--- config.mk ---
export PLATFORM = sky130hd
export DESIGN_NAME = uadp_uart_data
export DESIGN_NICKNAME = d
export VERILOG_FILES = /design/src/core/uadp_pkg.sv /design/src/core/uadp_uart_data.sv /design/src/core/uadp_sync.sv /design/src/core/uadp_fifo.sv
export SDC_FILE = /design/constraint.sdc
export NUM_CORES = 1
export LEC_CHECK = 0
export ABC_AREA = 1
export BUFFER_PORTS_ARGS = -buffer_cell sky130_fd_sc_hd__buf_2
export CORE_MARGIN = 2
export CORE_UTILIZATION = 55
export DETAILED_ROUTE_END_ITERATION = 6
export PLACE_DENSITY_LB_ADDON = 0.2
export RECOVER_POWER = 50
export SYNTH_ARGS = -nofsm -noshare
export SYNTH_HDL_FRONTEND = slang
export SYNTH_SLANG_ARGS = --single-unit
--- constraint.sdc ---
create_clock -name pclk -period 5.3 [get_ports pclk]
set_input_delay 0.53 -clock pclk [delete_from_list [all_inputs] [get_ports pclk]]
set_output_delay 0.53 -clock pclk [all_outputs]
set_load 0.02 [all_outputs]
--- src/core/uadp_pkg.sv ---
// package: register map, fields, reset values and states for the uart data path
// How it works
// data write pushes tx fifo or holding slot
// written character sent with start, parity, stops
// fifo mode stores 12-bit entries with status
// non-fifo mode uses single receive holding slot
// data read gives char and four flags
// overrun set when full, cleared on next store
// break when line low whole word time
// break stores one zero char, waits marking
// parity error against selected parity mode
// framing error when stop bit is low
// status bits travel with their own character
// status read gives frame, parity, break, overrun
// status flags refresh only on data read
// status overrun set at once on overrun
// any status write clears all four flags; an overrun in the same cycle keeps overrun set
// full fifo never written on overrun
// reset clears receive status to zero
// software disables uart before reprogramming controls
// disable finishes current character before stopping
// software reads data before its status
// fifo enable bit selects fifo or slot
// data read removes returned character from fifo
package uadp_pkg;
  // widths and depths
  localparam int unsigned DATA_W = 8;
  localparam int unsigned ENTRY_W = 12;
  localparam int unsigned FIFO_DEPTH = 16;
  localparam int unsigned PTR_W = 4;
  localparam int unsigned CNT_W = 5;
  localparam int unsigned ADDR_W = 12;
  localparam int unsigned DIV_W = 16;
  localparam logic [4:0] CNT_FULL = 5'h10;
  // register byte offsets
  localparam logic [11:0] OFF_DATA = 12'h000;
  localparam logic [11:0] OFF_RSR = 12'h004;
  localparam logic [11:0] OFF_FLAG = 12'h018;
  localparam logic [11:0] OFF_DIV = 12'h024;
  localparam logic [11:0] OFF_LCRH = 12'h02c;
  localparam logic [11:0] OFF_CTRL = 12'h030;
  // receive entry and data register status positions
  localparam int unsigned POS_FE = 8;
  localparam int unsigned POS_PE = 9;
  localparam int unsigned POS_BE = 10;
  localparam int unsigned POS_OE = 11;
  // line control high fields
  localparam int unsigned LCR_PEN = 1;
  localparam int unsigned LCR_EVEN = 2;
  localparam int unsigned LCR_TWO_STOP = 3;
  localparam int unsigned LCR_FIFO_ON = 4;
  localparam int unsigned LCR_STICK = 7;
  // control field
  localparam int unsigned CTRL_EN = 0;
  // reset values
  localparam logic [7:0] RST_LCRH = 8'h00;
  localparam logic [7:0] RST_CTRL = 8'h00;
  localparam logic [15:0] RST_DIV = 16'h0000;
  localparam logic [3:0] RST_RSR = 4'h0;
  // transmit engine states
  typedef enum logic [4:0] {
    tx_idle = 5'h01,
    tx_start = 5'h02,
    tx_data = 5'h04,
    tx_par = 5'h08,
    tx_stop = 5'h10
  } uadp_tx_t;
  // receive engine states
  typedef enum logic [5:0] {
    rx_idle = 6'h01,
    rx_start = 6'h02,
    rx_data = 6'h04,
    rx_par = 6'h08,
    rx_stop = 6'h10,
    rx_brk = 6'h20
  } uadp_rx_t;
endpackage

--- src/core/uadp_uart_data.sv ---
// uart data path: apb registers, tx/rx fifos and serial engines
module uadp_uart_data
(
  // clock and reset
  input wire logic pclk,
  input wire logic presetn,
  // apb slave
  input wire logic psel,
  input wire logic penable,
  input wire logic pwrite,
  input wire logic [uadp_pkg::ADDR_W-1:0] paddr,
  input wire logic [31:0] pwdata,
  output logic [31:0] prdata,
  output logic pready,
  output logic pslverr,
  // serial line
  input wire logic rxd,
  output logic txd
);
  // register state
  logic [7:0] lcrh; // line_control_high
  logic [7:0] ctrl; // enable control
  logic [15:0] baud_div; // bit length in pclk cycles
  logic rsr_fe; // rx_status_reg flags
  logic rsr_pe;
  logic rsr_be;
  logic rsr_oe;
  logic ovr_pend; // overrun waiting for next store
  logic [11:0] rd_entry; // entry returned by current read
  logic rd_take; // current read removes an entry
  // bus decode
  logic setup;
  logic acc;
  logic wr_data;
  logic wr_ecr;
  logic [31:0] rd_val;
  logic rd_hit;
  // fifo wiring
  logic tx_pop;
  logic tx_push;
  logic [7:0] tx_head;
  logic tx_empty;
  logic tx_full;
  logic rx_push;
  logic rx_pop;
  logic [11:0] rx_wdata;
  logic [11:0] rx_head;
  logic rx_empty;
  logic rx_full;
  // serial engines
  uadp_pkg::uadp_tx_t tx_state;
  uadp_pkg::uadp_rx_t rx_state;
  logic [15:0] tx_cnt;
  logic [15:0] rx_cnt;
  logic [2:0] tx_idx;
  logic [2:0] rx_idx;
  logic [7:0] tx_byte;
  logic [7:0] rx_byte;
  logic rx_parbit;
  logic tx_stop2;
  logic rx_line;
  logic rx_done;
  logic ovr_event;
  logic rx_fe;
  logic rx_pe;
  logic rx_be;
  logic [15:0] bit_len;
  logic [15:0] half_len;
  logic fifo_off;
  logic uart_en;

  // parity bit for a byte under the selected mode
  function automatic logic par_of(input logic [7:0] b, input logic [7:0] lc);
    logic p;
    p = lc[uadp_pkg::LCR_EVEN] ? ^b : ~^b;
    if (lc[uadp_pkg::LCR_STICK])
    begin
      p = !lc[uadp_pkg::LCR_EVEN];
    end
    return p;
  endfunction

  // address match against a register offset
  function automatic logic hit(input logic [11:0] a, input logic [11:0] off);
    return a == off;
  endfunction

  assign fifo_off = !lcrh[uadp_pkg::LCR_FIFO_ON];
  assign uart_en = ctrl[uadp_pkg::CTRL_EN];
  assign bit_len = (baud_div == '0) ? 16'h0001 : baud_div;
  assign half_len = {1'b0, bit_len[15:1]};
  assign setup = psel && !penable;
  assign acc = psel && penable && pready;
  assign wr_data = acc && pwrite && hit(paddr, uadp_pkg::OFF_DATA);
  assign wr_ecr = acc && pwrite && hit(paddr, uadp_pkg::OFF_RSR);
  assign tx_push = wr_data;
  assign rx_pop = acc && !pwrite && rd_take;

  // receive line synchroniser
  uadp_sync u_rx_sync
  (
    .pclk(pclk),
    .presetn(presetn),
    .din(rxd),
    .dout(rx_line)
  );

  // transmit fifo or holding slot
  uadp_fifo #(.WIDTH(uadp_pkg::DATA_W)) u_tx_fifo
  (
    .pclk(pclk),
    .presetn(presetn),
    .single_mode(fifo_off),
    .push(tx_push),
    .wdata(pwdata[7:0]),
    .pop(tx_pop),
    .rdata(tx_head),
    .empty(tx_empty),
    .full(tx_full)
  );

  // receive fifo or holding slot, entries with status
  uadp_fifo #(.WIDTH(uadp_pkg::ENTRY_W)) u_rx_fifo
  (
    .pclk(pclk),
    .presetn(presetn),
    .single_mode(fifo_off),
    .push(rx_push),
    .wdata(rx_wdata),
    .pop(rx_pop),
    .rdata(rx_head),
    .empty(rx_empty),
    .full(rx_full)
  );

  // read mux for the setup cycle
  always_comb
  begin
    rd_val = '0;
    rd_hit = 1'b1;
    case (paddr)
      uadp_pkg::OFF_DATA:
      begin
        rd_val[11:0] = rx_head;
        rd_val[uadp_pkg::POS_OE] = rx_head[uadp_pkg::POS_OE] | ovr_pend;
      end
      uadp_pkg::OFF_RSR: rd_val[3:0] = {rsr_oe, rsr_be, rsr_pe, rsr_fe};
      uadp_pkg::OFF_FLAG: rd_val[7:3] = {tx_empty, rx_full, tx_full, rx_empty,
                                          !tx_empty || (tx_state != uadp_pkg::tx_idle)};
      uadp_pkg::OFF_DIV: rd_val[15:0] = baud_div;
      uadp_pkg::OFF_LCRH: rd_val[7:0] = lcrh;
      uadp_pkg::OFF_CTRL: rd_val[7:0] = ctrl;
      default: rd_hit = 1'b0;
    endcase
  end

  // apb answer: ready one cycle after setup, error on unmapped address
  always_ff @(posedge pclk or negedge presetn)
  begin
    if (!presetn)
    begin
      pready <= 1'b0;
      pslverr <= 1'b0;
      prdata <= '0;
      rd_entry <= '0;
      rd_take <= 1'b0;
    end
    else
    begin
      pready <= setup;
      pslverr <= setup && !rd_hit;
      if (setup)
      begin
        prdata <= pwrite ? '0 : rd_val;
        rd_entry <= rd_val[11:0];
        rd_take <= !pwrite && !rx_empty && hit(paddr, uadp_pkg::OFF_DATA);
      end
    end
  end

  // control registers written by software
  always_ff @(posedge pclk or negedge presetn)
  begin
    if (!presetn)
    begin
      lcrh <= uadp_pkg::RST_LCRH;
      ctrl <= uadp_pkg::RST_CTRL;
      baud_div <= uadp_pkg::RST_DIV;
    end
    else if (acc && pwrite)
    begin
      if (hit(paddr, uadp_pkg::OFF_LCRH))
      begin
        lcrh <= pwdata[7:0];
      end
      if (hit(paddr, uadp_pkg::OFF_CTRL))
      begin
        ctrl <= pwdata[7:0];
      end
      if (hit(paddr, uadp_pkg::OFF_DIV))
      begin
        baud_div <= pwdata[15:0];
      end
    end
  end

  // receive status: flags load on data read, overrun at once, cleared by write
  always_ff @(posedge pclk or negedge presetn)
  begin
    if (!presetn)
    begin
      {rsr_oe, rsr_be, rsr_pe, rsr_fe} <= uadp_pkg::RST_RSR;
    end
    else
    begin
      if (wr_ecr)
      begin
        {rsr_be, rsr_pe, rsr_fe} <= 3'h0;
      end
      else if (rx_pop)
      begin

        rsr_fe <= rd_entry[uadp_pkg::POS_FE];
        rsr_pe <= rd_entry[uadp_pkg::POS_PE];
        rsr_be <= rd_entry[uadp_pkg::POS_BE];
      end
      // set wins over the clear
      if (ovr_event)
      begin
        rsr_oe <= 1'b1;
      end
      else if (wr_ecr)
      begin
        rsr_oe <= 1'b0;
      end
    end
  end

  // overrun pending until a new character is stored
  always_ff @(posedge pclk or negedge presetn)
  begin
    if (!presetn)
    begin
      ovr_pend <= 1'b0;
    end
    else if (ovr_event)
    begin
      ovr_pend <= 1'b1;
    end
    else if (rx_push)
    begin
      ovr_pend <= 1'b0;
    end
  end

  // transmit engine takes a char only while enabled; the frame always ends
  assign tx_pop = (tx_state == uadp_pkg::tx_idle) && uart_en && !tx_empty;

  // transmit frame: start, eight data, optional parity, one or two stops
  always_ff @(posedge pclk or negedge presetn)
  begin
    if (!presetn)
    begin
      tx_state <= uadp_pkg::tx_idle;
      txd <= 1'b1;
      tx_cnt <= '0;
      tx_idx <= '0;
      tx_byte <= '0;
      tx_stop2 <= 1'b0;
    end
    else if (tx_state != uadp_pkg::tx_idle && tx_cnt != '0)
    begin
      tx_cnt <= tx_cnt - 16'h0001;
    end
    else
    begin
      tx_cnt <= bit_len - 16'h0001;
      case (tx_state)
        uadp_pkg::tx_idle:
        begin
          if (tx_pop)
          begin
            tx_byte <= tx_head;
            txd <= 1'b0;
            tx_state <= uadp_pkg::tx_start;
          end
        end
        uadp_pkg::tx_start:
        begin
          txd <= tx_byte[0];
          tx_idx <= 3'h0;
          tx_state <= uadp_pkg::tx_data;
        end
        uadp_pkg::tx_data:
        begin
          if (tx_idx == 3'h7)
          begin
            tx_stop2 <= lcrh[uadp_pkg::LCR_TWO_STOP];
            if (lcrh[uadp_pkg::LCR_PEN])
            begin
              txd <= par_of(tx_byte, lcrh);
              tx_state <= uadp_pkg::tx_par;
            end
            else
            begin
              txd <= 1'b1;
              tx_state <= uadp_pkg::tx_stop;
            end
          end
          else
          begin
            txd <= tx_byte[tx_idx + 3'h1];
            tx_idx <= tx_idx + 3'h1;
          end
        end
        uadp_pkg::tx_par:
        begin
          txd <= 1'b1;
          tx_state <= uadp_pkg::tx_stop;
        end
        uadp_pkg::tx_stop:
        begin
          tx_stop2 <= 1'b0;
          if (!tx_stop2)
          begin
            tx_state <= uadp_pkg::tx_idle;
          end
        end
        default:
        begin
          txd <= 1'b1;
          tx_state <= uadp_pkg::tx_idle;
        end
      endcase
    end
  end

  // receive completion and entry build
  assign rx_done = (rx_state == uadp_pkg::rx_stop) && (rx_cnt == '0);
  assign rx_fe = !rx_line;
  assign rx_pe = lcrh[uadp_pkg::LCR_PEN] && (rx_parbit != par_of(rx_byte, lcrh));
  // whole word low, stop included: line held low up to the stop sample of a word
  assign rx_be = !rx_line && (rx_byte == 8'h00)
                 && (!lcrh[uadp_pkg::LCR_PEN] || !rx_parbit);
  assign ovr_event = rx_done && rx_full;
  assign rx_push = rx_done && !rx_full;
  assign rx_wdata = {ovr_pend, rx_be, rx_pe, rx_fe, rx_byte};

  // receive frame: mid-bit sampling, break holds until marking
  always_ff @(posedge pclk or negedge presetn)
  begin
    if (!presetn)
    begin
      rx_state <= uadp_pkg::rx_idle;
      rx_cnt <= '0;
      rx_idx <= '0;
      rx_byte <= '0;
      rx_parbit <= 1'b0;
    end
    else if (rx_state != uadp_pkg::rx_idle && rx_state != uadp_pkg::rx_brk
             && rx_cnt != '0)
    begin
      rx_cnt <= rx_cnt - 16'h0001;
    end
    else
    begin
      rx_cnt <= bit_len - 16'h0001;
      case (rx_state)
        uadp_pkg::rx_idle:
        begin
          // new characters start only while enabled
          if (uart_en && !rx_line)
          begin
            rx_cnt <= half_len;
            rx_state <= uadp_pkg::rx_start;
          end
        end
        uadp_pkg::rx_start:
        begin
          rx_idx <= 3'h0;
          rx_state <= rx_line ? uadp_pkg::rx_idle : uadp_pkg::rx_data;
        end
        uadp_pkg::rx_data:
        begin
          rx_byte[rx_idx] <= rx_line;
          rx_idx <= rx_idx + 3'h1;
          if (rx_idx == 3'h7)
          begin
            rx_parbit <= 1'b0;
            rx_state <= lcrh[uadp_pkg::LCR_PEN] ? uadp_pkg::rx_par : uadp_pkg::rx_stop;
          end
        end
        uadp_pkg::rx_par:
        begin
          rx_parbit <= rx_line;
          rx_state <= uadp_pkg::rx_stop;
        end
        uadp_pkg::rx_stop:
        begin
          // after a break, nothing more until the line marks
          rx_state <= rx_be ? uadp_pkg::rx_brk : uadp_pkg::rx_idle;
        end
        uadp_pkg::rx_brk:
        begin
          if (rx_line)
          begin
            rx_state <= uadp_pkg::rx_idle;
          end
        end
        default: rx_state <= uadp_pkg::rx_idle;
      endcase
    end
  end
endmodule

--- src/core/uadp_sync.sv ---
// three-stage input synchroniser with agreement filter
module uadp_sync
(
  // clock and reset
  input wire logic pclk,
  input wire logic presetn,
  // async input and filtered level
  input wire logic din,
  output logic dout
);
  logic s1; // first stage, read only by s2
  logic s2;
  logic s3;

  // shift chain; output moves only when stages two and three agree
  always_ff @(posedge pclk or negedge presetn)
  begin
    if (!presetn)
    begin
      s1 <= 1'b1;
      s2 <= 1'b1;
      s3 <= 1'b1;
      dout <= 1'b1;
    end
    else
    begin
      s1 <= din;
      s2 <= s1;
      s3 <= s2;
      if (s2 == s3)
      begin
        dout <= s3;
      end
    end
  end
endmodule

--- src/core/uadp_fifo.sv ---
// fifo with switchable single-slot mode
module uadp_fifo
#(
  parameter int unsigned WIDTH = 8
)
(
  // clock and reset
  input wire logic pclk,
  input wire logic presetn,
  // mode: one slot when set
  input wire logic single_mode,
  // fill side
  input wire logic push,
  input wire logic [WIDTH-1:0] wdata,
  // drain side
  input wire logic pop,
  output logic [WIDTH-1:0] rdata,
  output logic empty,
  output logic full
);
  logic [WIDTH-1:0] mem [uadp_pkg::FIFO_DEPTH]; // storage
  logic [uadp_pkg::PTR_W-1:0] wr_ptr;
  logic [uadp_pkg::PTR_W-1:0] rd_ptr;
  logic [uadp_pkg::CNT_W-1:0] count;
  logic do_push;
  logic do_pop;

  // single mode fills at one entry, in whichever slot wr_ptr points to
  assign empty = (count == '0);
  assign full = single_mode ? !empty : (count == uadp_pkg::CNT_FULL);
  assign do_push = push && !full;
  assign do_pop = pop && !empty;
  assign rdata = mem[rd_ptr];

  // storage write, never on a full fifo
  always_ff @(posedge pclk)
  begin
    if (do_push)
    begin
      mem[wr_ptr] <= wdata;
    end
  end

  // pointers and fill count
  always_ff @(posedge pclk or negedge presetn)
  begin
    if (!presetn)
    begin
      wr_ptr <= '0;
      rd_ptr <= '0;
      count <= '0;
    end
    else
    begin
      if (do_push)
      begin
        wr_ptr <= wr_ptr + 1'b1;
      end
      if (do_pop)
      begin
        rd_ptr <= rd_ptr + 1'b1;
      end
      if (do_push && !do_pop)
      begin
        count <= count + 1'b1;
      end
      else if (do_pop && !do_push)
      begin
        count <= count - 1'b1;
      end
    end
  end
endmodule

-- Word level (Yosys, flattened, before mapping)
Memory sizes are Yosys's and may differ from the RTL's. A register that Yosys moved wholly into a read port is not among the register bits.
Cells that the tools add are included.
- output and inout bits: 35
- memories: 2
- bits in read-only memories: 0
- RAM bits: 320
- register bits after elaboration: 173
- latch bits: 0
- input bits: 50
- divide/modulo/power cells: 0
- order comparisons: 3
- muxes and demuxes: 64
- $mul: 0
- equality and inequality tests: 32
- shifts and indexed selects: 0
- bitwise logic cells: 4
- reductions and logical operators: 84
- add/sub/neg operators: 13
- memories (name ; words ; width ; read ports ; clocked after memory_dff ; wr ports ; line ; text):
    u_rx_fifo.mem ; 16 ; 12 ; 1 ; 0 ; 1 ; uadp_fifo.sv:21 ; logic [WIDTH-1:0] mem [uadp_pkg::FIFO_DEPTH];
    u_tx_fifo.mem ; 16 ; 8 ; 1 ; 1 ; 1 ; uadp_fifo.sv:21 ;
- operator list (cell ; count):
    $mux 16 ; 6
    $sub 16x1->16 const B ; 3
    $mux 5 ; 9
    $eq 12x6->1 const B ; 3
    $pmux 6 s6 ; 1
    $logic_and 1x1->1 ; 32
    $logic_not 16->1 ; 2
    $reduce_bool 16->1 ; 2
    $mux 1 ; 28
    $pmux 5 s5 ; 1
    $mux 6 ; 4
    $pmux 4 s5 ; 1
    $reduce_bool 2->1 ; 9
    $add 4x1->4 const B ; 4
    $logic_not 1->1 ; 16
    $reduce_xnor 8->1 ; 2
    $reduce_xor 8->1 ; 2
    $eq 5x5->1 const B ; 3
    $pmux 3 s5 ; 1
    $reduce_and 3->1 ; 5
    $eq 12x3->1 const B ; 1
    $eq 12x5->1 const B ; 1
    $logic_not 12->1 ; 1
    $pmux 3 s2 ; 2
    40 further kinds ; 61

-- Longest topological paths before layout
Gate-level depths: netlist of run 1.
- depth after elaboration: 10
- gate-level depth with buffers: 18
- gate-level depth less buffers: 18

-- Modules after synthesis
A second synthesis of run 1 with hierarchy kept.
- cells, all modules: 2516
- area, all modules: 23014.6 um^2
- modules (own cells, without submodules) (module ; instances ; cells each ; area each (um^2)):
    uadp_fifo at u_rx_fifo ; 1 ; 896 ; 9222.6
    uadp_uart_data ; 1 ; 964 ; 7313.3
    uadp_fifo at u_tx_fifo ; 1 ; 648 ; 6357.3
    uadp_sync ; 1 ; 8 ; 121.4

-- Worst setup path before layout of run 1
No wires, ideal clock.
- path kind: reg-to-reg
- from: register rx_cnt[0]
- to: register u_rx_fifo.count[4] (netlist bit)
- arrival: 2.660 ns
- library setup time: 0.125 ns
- slack: 2.515 ns
- clock period less this slack: 2.785 ns
- required time: 5.175 ns
- stages on the path, launching flop included: 19
- path buffers: 0
- path through: dfrtp_1 inv_1 ha_1 nand3b_4 nor3_2 nand3_1 nor3_2 nand2_1 nor2_4 ha_1 inv_1 ha_1 a21oi_1 nor2_1 nor2_1 nand2_1 nand2_1 nor2_1 xor2_1
- word-level cells in the longest chain between the ends: 7
- ends and longest elaborated chain (what ; line ; text):
    from (decl) ; uadp_uart_data.sv:54 ; logic [15:0] rx_cnt;
    from (signal assigned) ; uadp_uart_data.sv:363 ; rx_cnt <= rx_cnt - 16'h0001;
    from (signal assigned) ; uadp_uart_data.sv:367 ; rx_cnt <= bit_len - 16'h0001;
    from (signal assigned) ; uadp_uart_data.sv:374 ; rx_cnt <= half_len;
    $logic_not 16->1 * ; uadp_uart_data.sv:339 ; assign rx_done = (rx_state == uadp_pkg::rx_stop) && (rx_cnt == '0);
    $logic_and 1x1->1 * ; uadp_uart_data.sv:339 ;
    $logic_and 1x1->1 * ; uadp_uart_data.sv:346 ; assign rx_push = rx_done && !rx_full;
    $logic_and 1x1->1 * ; uadp_fifo.sv:31 ; assign do_push = push && !full;
    named net u_rx_fifo.do_push ; uadp_fifo.sv:25 ; logic do_push;
    $logic_not 1->1 ; uadp_fifo.sv:67 ; else if (do_pop && !do_push)
    $logic_and 1x1->1 ; uadp_fifo.sv:67 ;
    $reduce_bool 2->1 (no line) ; -- ;
    to (signal assigned) ; uadp_fifo.sv:65 ; count <= count + 1'b1;
    to (signal assigned) ; uadp_fifo.sv:69 ; count <= count - 1'b1;
    to (decl) ; uadp_fifo.sv:24 ; logic [uadp_pkg::CNT_W-1:0] count;
The timed path passes the listed nets; every way through them passes the cells marked *.
A chain may end at the register's enable or synchronous reset.

-- Worst setup path in the final report of run 1
- from: register pready
- to: register u_tx_fifo.count[4] (netlist bit)
- word-level cells in the longest chain between the ends: 7
- ends and longest elaborated chain (what ; line ; text):
    from (decl) ; uadp_uart_data.sv:14 ; output logic pready,
    from (signal assigned) ; uadp_uart_data.sv:170 ; pready <= setup;
    $logic_and 1x1->1 * ; uadp_uart_data.sv:93 ; assign acc = psel && penable && pready;
    $logic_and 1x1->1 * (2 in a row) ; uadp_uart_data.sv:94 ; assign wr_data = acc && pwrite && hit(paddr, uadp_pkg::OFF_DATA);
    $logic_and 1x1->1 * ; uadp_fifo.sv:31 ;
    named net u_tx_fifo.do_push ; uadp_fifo.sv:25 ;
    $logic_not 1->1 ; uadp_fifo.sv:67 ;
    $logic_and 1x1->1 ; uadp_fifo.sv:67 ;
    $reduce_bool 2->1 (no line) ; -- ;
    to (signal assigned) ; uadp_fifo.sv:65 ;
    to (signal assigned) ; uadp_fifo.sv:69 ;
    to (decl) ; uadp_fifo.sv:24 ;
Marks and branches as above.

==> results.yml, run 1 <==
status:
  outcome: "finished with violations"
  violations: "design-rule violations, max-capacitance violations, max-slew violations"
clocking:
  clock_path_buffers: 3
  cts_tree: "yes"
  clock_sinks: 477
  cts_root_buffer: "clkbuf_16"
  cts_buffers: 49
  clkTransAtPathRegs_ns: 0.06
  clkLatencyLatePin_ns: 0.60
  ctsHtreeMaxLevel: 2
  cts.repair.resized: 0
worst_setup_path:
  endpoint_kind: "register"
  arrival_ns: 4.30
  crit_type: "register to register"
  cp-start-kind: "register"
  worst_ep_required_time_ns: 5.78
  rrSetupSlack_ns: 1.48
  cp_max_fo: 9
routing:
  vias_per_cell: 5.52
  wl_um: 49100
  drt-wirelength-per-cell_um: 17.6
  highest_layer: "met4"
  initialDrtViolationCount: 1146
  route.met3.wl_um: 3180
  num_vias: 15400
  drc: 1
  dr_wl_met2_um: 23400
  drt-met1-wl_um: 21500
  drtPass1Iterations: 7
  antenna_left: 0
placed_design:
  post_dp_cell_area_mm2: 0.0225
  dp_hpwl_um: 32100
  placement.io_buffers: 52
  place_congestion: 0.895
cells_and_area:
  nNetsFinal: 2309
  drive_gt1_share_pct: 6.22
  num_antenna_cells: 0
  synthToLayoutAreaGrowth_pct: 9.82
  finish.utilization_pct: 60.9
  stdcell_area_mm2: 0.0241
floorplanning:
  io_pins: 85
  rows: 73
  initial_core_util_pct: 55.5
  dieWidth_um: 204
  die_area_mm2: 0.0415
  die_y_um: 204
  core_area_mm2: 0.0395
sta:
  hold_violations: 0
  clock_skew_ns: 0.0346
  worst_pin_slew_ns: 2.26
  period_minus_slack_ns: 3.82
  rsz0062_at_grt: "no"
  fin_crit_sh_pct: 72.1
  setup_tns_ns: 0
  maxSlewViolCount: 44
  fmax_mhz: 262
  relSlewSlack_pct: -50.9
  setup_viol: 0
global_route:
  first_global_vias: 14500
  grt.total_usage_pct: 24.0
  grt_pass1_wl_um: 77800
  overflow: 0
  antenna_found_initial: 0
  grt_max_degree: 114
synthesis:
  synth_area_leaders: "edfxtp_1 (44%), dfrtp_1 (17%), nand2_1 (6.5%), o21ai_0 (5.3%), inv_1 (4.5%)"
  synth_flop_cell: "edfxtp_1"
  avgSynthCellArea_um2: 9.99
  ys_seq_elements: 477
  synth_top_area_share_pct: 43.8
  syn_inst: 2197
  synth_cell_types: 55
  synth_edf_count: 320
  seq_area_frac_synth_pct: 61.7
  syn-cell-area_mm2: 0.0219
  yosys_warnings: 0
  synth_area_leader_cell: "edfxtp_1"
  synthArstFlopShare_pct: 32.9
power_and_ir_drop:
  switching_share_pct: 24.1
  p_seq_share_pct: 50.0
  p_leak_nw: 9.79
  p_clk_share_pct: 41.3
  p_comb_share_pct: 8.7
  p_sw_mw: 2.04
  power_density_mw_per_mm2: 350
  ir_drop_uv: 306
  intPower_mw: 6.41
hold_path:
  hold_class: "primary input to register"
run:
  drv_cap: 1
[repair_timing]
item | 4_1_cts | 5_1_grt
buffers inserted | 0 | 0
hold buffers | 1 | 0
endpoints found under the hold margin | 37 | 0
[stage by stage]
stage	setup WS (ns)	hold slack (ns)	std cells	total power [mW]
floorplan	2.51	0.234	2212	4.83
global placement	1.94	0.352	2700	5.00
detailed placement	1.88	0.350	2700	5.02
CTS	2.06	0.0209	2792	8.50
global route	1.01	0.0230	2792	8.76
finish	1.48	0.0447	2792	8.44
[worst paths after layout]
check,startpoint,to,depth (start not counted)
max,pready,u_tx_fifo.count[4],14
min,rxd,u_rx_sync.s1,1
max reg2reg,pready,u_tx_fifo.count[4],14
min reg2reg,u_rx_sync.s1,u_rx_sync.s2,0
max in group asynchronous,presetn,rx_byte[2],3
min in group asynchronous,presetn,tx_cnt[15],2
[kinds of logic (layout without fill, tap and decap cells)]
family / count (synthesis) / after routing / share of synthesized area [%]
AND/OR/NAND/NOR: 830 / 830 / 16.1
flip-flops: 477 / 477 / 61.7
AO/OA/AOI/OAI: 436 / 436 / 11.3
buffers and inverters: 370 / 425 / 6.90
XOR/XNOR: 48 / 48 / 1.92
adder cells (fa/ha/maj): 33 / 33 / 1.94
multiplexers: 2 / 2 / 0.0969
other: 1 / 16 / 0.0171
[power groups by stage]
stage | combinational (mW) | clock (mW) | sequential, mW
after CTS | 0.738 | 3.54 | 4.22
after global routing | 0.842 | 3.68 | 4.24
after global placement | 0.716 | 0 | 4.29
final | 0.733 | 3.49 | 4.22
after floorplan | 0.574 | 0 | 4.25
after detailed placement | 0.732 | 0 | 4.29
[Yosys cell counts (all sizes together) (5+ instances only)]
library cell	number
o211ai	85
a21oi	81
or2	5
nand2	386
inv	265
xnor2	12
xor2	36
a31oi	13
clkbuf	39
dfstp	7
o31ai	10
nor2	260
buf	63
o21ai	233
nand3	137
dfrtp	150
ha	30
edfxtp	320
nor3	14
nand4	21
[sequential cells by signal, indices dropped and copies added (netlist names), 3 cells and up]
signal            cells
prdata               16
baud_div             16
u_rx_fifo.mem       192
rx_byte               8
u_rx_fifo.rd_ptr      4
u_tx_fifo.count       5
tx_cnt               16
tx_state              5
u_rx_fifo.wr_ptr      4
rx_cnt               16
rd_entry              3
ctrl                  8
rx_idx                3
u_tx_fifo.rd_ptr      4
u_tx_fifo.mem       128
u_tx_fifo.wr_ptr      4
tx_byte               8
rx_state              6
u_rx_fifo.count       5
tx_idx                3
lcrh                  8
[layout make-up]
cell class                      count  area (um^2)
Fill cell                        3179        15400
Tap cell                          525          657
Timing Repair Buffer               66          324
Multi-Input combinational cell   1365         6920
Inverter                          268         1010
Sequential cell                   477        13600
Clock buffer                       71         1390
Clock inverter                     20          255
[cells in the final DEF (no fill, tap or decap), types with 5 or more instances in the layout]
| cell | Yosys | routed |
|---|---|---|
| nand2_1 | 378 | 378 |
| edfxtp_1 | 320 | 320 |
| inv_1 | 261 | 261 |
| nor2_1 | 251 | 252 |
| o21ai_0 | 231 | 231 |
| dfrtp_1 | 150 | 148 |
| nand3_1 | 136 | 137 |
| o211ai_1 | 84 | 84 |
| a21oi_1 | 81 | 81 |
| clkbuf_16 | 0 | 50 |
| clkbuf_1 | 38 | 44 |
| xor2_1 | 36 | 36 |
| ha_1 | 30 | 30 |
| buf_2 | 39 | 24 |
| nand4_1 | 20 | 20 |
| conb_1 | 1 | 16 |
| a31oi_1 | 13 | 13 |
| xnor2_1 | 12 | 12 |
| clkinv_1 | 3 | 11 |
| nor3_1 | 10 | 11 |
| o31ai_1 | 10 | 10 |
| buf_4 | 18 | 10 |
| clkbuf_8 | 0 | 6 |
| nor2_2 | 5 | 5 |
| bufinv_16 | 0 | 5 |
| dfstp_2 | 7 | 5 |
[worst max-delay path: stages (launching register included)]
cell	delay, ns
dfrtp_1	0.34
nand3_1	0.12
nor2_1	0.41
inv_1	0.13
nor3_1	1.13
ha_1	0.37
inv_1	0.12
fa_1	0.48
a21oi_1	0.15
nor2_1	0.05
nor2_1	0.12
nand2_1	0.07
nand2_1	0.05
nor2_1	0.04
xor2_1	0.13
[per-layer routing]
metal | vias up | track usage [%]
li1 | 7470 | -
met1 | 7399 | 33.1
met2 | 468 | 39.8
met3 | 78 | 4.11
met4 | 0 | 6.33
met5 | - | 0
Power figures use the tool's default switching activity.
==> inputs of run 2 (changes only) <==
Clock period 5.3 ns to 3.2 ns, I/O delays scaled along.
==> results.yml, run 2 (same netlist as run 1, synthesis figures left out) <==
status:
  outcome: "finished with violations"
  violations: "max-capacitance violations, max-slew violations"
clocking:
  cts_root_buffer: "clkbuf_16"
  ctsHtreeMaxLevel: 2
  clkLatencyLatePin_ns: 0.59
  cts_tree: "yes"
  clock_sinks: 477
  cts_buffers: 48
  clkTransAtPathRegs_ns: 0.06
  clock_path_buffers: 3
power_and_ir_drop:
  p_seq_share_pct: 50.0
  intPower_mw: 10.5
  switching_share_pct: 24.4
  total_power_mw: 13.9
  p_sw_mw: 3.40
  ir_drop_uv: 514
  p_comb_share_pct: 9.3
  power_density_mw_per_mm2: 569
  p_leak_nw: 10.0
  p_clk_share_pct: 40.7
sta:
  clock_skew_ns: 0.0242
  setup_tns_ns: 0
  hold_violations: 0
  setup_viol: 0
  maxSlewViolCount: 72
  worst_pin_slew_ns: 1.83
  fmax_mhz: 332
  fin_crit_sh_pct: 94.2
  period_minus_slack_ns: 3.01
  relSlewSlack_pct: -22.2
  rsz0062_at_grt: "no"
placed_design:
  place_congestion: 0.909
  post_dp_cell_area_mm2: 0.0229
  placement.io_buffers: 52
  dp_hpwl_um: 32700
run:
  drv_cap: 1
worst_setup_path:
  worst_ep_required_time_ns: 3.66
  crit_type: "register to register"
  endpoint_kind: "register"
  arrival_ns: 3.48
  cp-start-kind: "register"
  cp_max_fo: 4
routing:
  wl_um: 50500
  antenna_left: 0
  num_vias: 15800
  drc: 0
  vias_per_cell: 5.54
  drt-wirelength-per-cell_um: 17.8
  drtPass1Iterations: 5
  initialDrtViolationCount: 1421
global_route:
  overflow: 0
  antenna_found_initial: 0
  first_global_vias: 15300
  grt.total_usage_pct: 25.0
  grt_max_degree: 87
  grt_pass1_wl_um: 80900
floorplanning:
  initial_core_util_pct: 55.5
  die_area_mm2: 0.0415
  io_pins: 85
  rows: 73
  dieWidth_um: 204
  die_y_um: 204
  core_area_mm2: 0.0395
cells_and_area:
  nFillCells: 3193
  drive_gt1_share_pct: 7.94
  stdcell_area_mm2: 0.0245
  largest-register: "u_rx_fifo.mem"
  layout_commonest_cell: "nand2_1"
  layout_common_cells: "nand2_1 (378), edfxtp_1 (320), inv_1 (261)"
  nNetsFinal: 2361
  largest_reg_flops: 192
  synthToLayoutAreaGrowth_pct: 11.6
  multiInputGateArea_mm2: 0.00694
  seq_area_mm2: 0.0136
  largestRegisters: "u_rx_fifo.mem (192), u_tx_fifo.mem (128)"
  num_antenna_cells: 0
hold_path:
  hold_class: "primary input to register"
==> run 2: metrics by stage <==
step | instances | hold slack (ns) | utilization, % | worst slack [ns]
final | 2843 | 0.0407 | 61.9 | 0.186
after global routing | 2843 | 0.0412 | 61.9 | 0.0200
after CTS | 2843 | 0.0160 | 62.2 | 0.218
after detailed placement | 2745 | 0.350 | 58.0 | 0.225
after global placement | 2745 | 0.353 | 58.0 | 0.386
after floorplan | 2212 | 0.0244 | - | 0.415
==> run 2: worst paths after layout <==
| path | endpoint | startpoint | slack (ns) | cells after the start |
|---|---|---|---|---|
| worst max register to register | u_rx_fifo.count[4] | rx_cnt[0] | 0.19 | 18 |
| worst max-delay path | u_rx_fifo.count[4] | rx_cnt[0] | 0.19 | 18 |
| worst min register to register | u_rx_sync.s2 | u_rx_sync.s1 | 0.37 | 0 |
| max in group asynchronous | u_rx_fifo.rd_ptr[0] | presetn | 0.53 | 3 |
| worst min-delay path | baud_div[14] | pwdata[14] | 0.04 | 3 |
| min in group asynchronous | tx_cnt[13] | presetn | 0.77 | 2 |
==> run 2: metal layers <==
layer  vias to the layer above  global-route usage (%)  share of wire [%]
met5                         -                       0                  0
met4                         0                    8.94                3.2
met3                       108                    3.48                5.0
met2                       480                    40.5                 47
met1                      7592                    34.7                 45
li1                       7574                       -                  -
==> run 2: area by class of cell <==
cell class,count,share of cell area (%)
clock inverters,28,1.21
multi-input cells,1365,28.3
repair buffers,119,3.09
inverters,268,4.11
flip-flops and latches,477,55.3
well taps,525,2.68
clock buffers,61,5.23
==> run 2: power groups by stage <==
stage / sequential [mW] / clock [mW] / combinational (mW)
CTS: 6.96 / 5.75 / 1.30
global placement: 7.07 / 0 / 1.25
detailed placement: 7.08 / 0 / 1.28
finish: 6.96 / 5.67 / 1.29
global route: 6.98 / 5.99 / 1.46
floorplan: 7.04 / 0 / 0.951
==> run 2: repair_timing <==
action,4_1_cts,5_1_grt
endpoints found under the hold margin,75,0
setup endpoints to repair,0,1
setup buffers,0,0
gates resized for setup,0,1
hold buffers,9,0
==> run 2: worst max-delay path, stage by stage, from the launching register on <==
cell and delay, ns:
dfrtp_1 0.39, inv_1 0.09, ha_1 0.23, nand3b_4 0.12, nor3_2 0.18, nand3_1 0.16
nor3_2 0.18, nand2_1 0.12, nor2_4 0.10, ha_2 0.22, inv_1 0.09, ha_1 0.33
a21oi_1 0.17, nor2_1 0.06, nor2_1 0.13, nand2_1 0.07, nand2_1 0.07, nor2_1 0.05
xor2_1 0.13
==> inputs of run 3 (changes only) <==
Settings changed: CELL_PAD_IN_SITES_DETAIL_PLACEMENT set to 1, CELL_PAD_IN_SITES_GLOBAL_PLACEMENT set to 2, CORE_UTILIZATION 55 to 37.
==> results.yml, run 3 (same netlist as run 1, synthesis figures left out) <==
power_and_ir_drop:
  switching_share_pct: 24.9
  p_leak_nw: 10.2
  intPower_mw: 10.9
  p_comb_share_pct: 9.2
  p_sw_mw: 3.63
  ir_drop_uv: 476
  p_seq_share_pct: 47.8
  p_clk_share_pct: 43.0
  total_power_mw: 14.6
  power_density_mw_per_mm2: 579
sta:
  setup_tns_ns: 0
  hold_ws_ns: 0.0621
  setup_ws_ns: 0.324
  period_minus_slack_ns: 2.88
  hold_violations: 0
  fmax_mhz: 348
  maxSlewViolCount: 68
  setup_viol: 0
  worst_pin_slew_ns: 2.00
  fin_crit_sh_pct: 89.9
  rsz0062_at_grt: "no"
  clock_skew_ns: 0.0362
  relSlewSlack_pct: -33.4
status:
  outcome: "finished with violations"
  violations: "max-capacitance violations, max-slew violations"
routing:
  wl_um: 60500
  vias_per_cell: 5.05
  drtPass1Iterations: 5
  antenna_left: 0
  initialDrtViolationCount: 967
  drt-wirelength-per-cell_um: 19.4
  num_vias: 15800
  drc: 0
worst_setup_path:
  crit_type: "register to register"
  endpoint_kind: "register"
  arrival_ns: 3.38
  cp_max_fo: 4
  worst_ep_required_time_ns: 3.70
  cp-start-kind: "register"
cells_and_area:
  layout_common_cells: "nand2_1 (379), edfxtp_1 (320), inv_1 (262)"
  layout_commonest_cell: "nand2_1"
  largest-register: "u_rx_fifo.mem"
  nNetsFinal: 2386
  drive_gt1_share_pct: 8.51
  synthToLayoutAreaGrowth_pct: 14.7
  largestRegisters: "u_rx_fifo.mem (192), u_tx_fifo.mem (128)"
  largest_reg_flops: 192
  nFillCells: 6586
global_route:
  grt_pass1_wl_um: 94900
  grt_use_met2_pct: 33.9
  overflow: 0
  antenna_found_initial: 0
  grt_max_degree: 135
  busiest_layer: "met2"
  first_global_vias: 16300
  grt_use_met1_pct: 28.1
  grt.total_usage_pct: 20.1
  grt_use_met3_pct: 2.47
floorplanning:
  io_pins: 85
  die_area_mm2: 0.0613
  dieWidth_um: 248
  die_y_um: 248
  core_area_mm2: 0.0588
  rows: 89
  initial_core_util_pct: 37.3
clocking:
  clkTransAtPathRegs_ns: 0.06
  clock_sinks: 477
  cts_root_buffer: "clkbuf_16"
  clkLatencyLatePin_ns: 0.62
  clock_path_buffers: 3
  ctsHtreeMaxLevel: 2
  cts_tree: "yes"
  cts_buffers: 53
placed_design:
  place_congestion: 0.795
  placement.io_buffers: 52
  pre_cts_slack_ns: 0.228
  dp_hpwl_um: 41300
hold_path:
  hold_class: "primary input to register"
run:
  drv_cap: 2
## run 3: changes by cell type in the layout (fill, tap and decap cells not counted), moves of 3 or more
cell,delta
clkbuf_16,+4
dlygate4sd3_1,+3
clkinv_1,+3
buf_4,+13
clkbuf_1,+9
## run 3: path summary, 6_finish.rpt
path	start	cells past startpoint	slack (ns)	end
max in group asynchronous	presetn	3	0.74	u_tx_fifo.rd_ptr[0]
min	pwrite	4	0.06	prdata[10]
min in group asynchronous	presetn	2	0.20	u_rx_fifo.wr_ptr[2]
max	rx_cnt[0]	18	0.32	u_rx_fifo.count[4]
max reg2reg	rx_cnt[0]	18	0.32	u_rx_fifo.count[4]
min reg2reg	u_rx_sync.s1	0	0.37	u_rx_sync.s2
## run 3: power by group through the flow
stage | combinational, mW | clock (mW) | sequential [mW]
5_1_grt | 1.55 | 6.66 | 6.99
6_report | 1.34 | 6.27 | 6.96
4_1_cts | 1.38 | 6.44 | 6.96
2_1_floorplan | 0.951 | 0 | 7.04
3_5_place_dp | 1.36 | 0 | 7.08
3_3_place_gp | 1.33 | 0 | 7.07
## run 3: metal layers
layer	vias to the layer above	routed length [um]
li1	7615	-
met1	7912	28600
met4	0	801
met2	197	29300
met3	62	1830
met5	-	0
## run 3: area by class of cell
class                      count  area [um^2]  share of cell area [%]
inverter                     268         1010                    4.00
antenna                        1         2.50                 0.00994
tap                          773          967                    3.84
sequential                   477        13600                    53.8
timing repair buffer         139          918                    3.65
clock buffer                  69         1390                    5.51
clock inverter                31          404                    1.61
multi-input combinational   1365         6930                    27.5
## run 3: critical path: stages (launching register included)
cell and delay (ns):
dfrtp_1 0.38, inv_1 0.08, ha_1 0.23, nand3b_4 0.12
nor3_2 0.15, nand3_1 0.16, nor3_2 0.16, nand2_1 0.12
nor2_4 0.11, ha_2 0.22, inv_1 0.09, ha_1 0.33
a21oi_1 0.16, nor2_1 0.06, nor2_1 0.12, nand2_1 0.07
nand2_1 0.06, nor2_1 0.04, xor2_1 0.13
## run 3: what timing repair did
| action | 4_1_cts | 5_1_grt |
|---|---|---|
| setup buffers | 0 | 0 |
| setup endpoints to repair | 0 | 1 |
| hold buffers | 12 | 0 |
| resized for setup | 0 | 1 |
| endpoints found under the hold margin | 49 | 0 |
## run 3: through the flow
stage	util, %	area (um^2)	std cells
2_1_floorplan	-	22000	2212
3_3_place_gp	39.8	23400	3010
3_5_place_dp	39.8	23400	3010
4_1_cts	43.0	25300	3122
5_1_grt	42.8	25200	3122
6_report	42.8	25200	3123
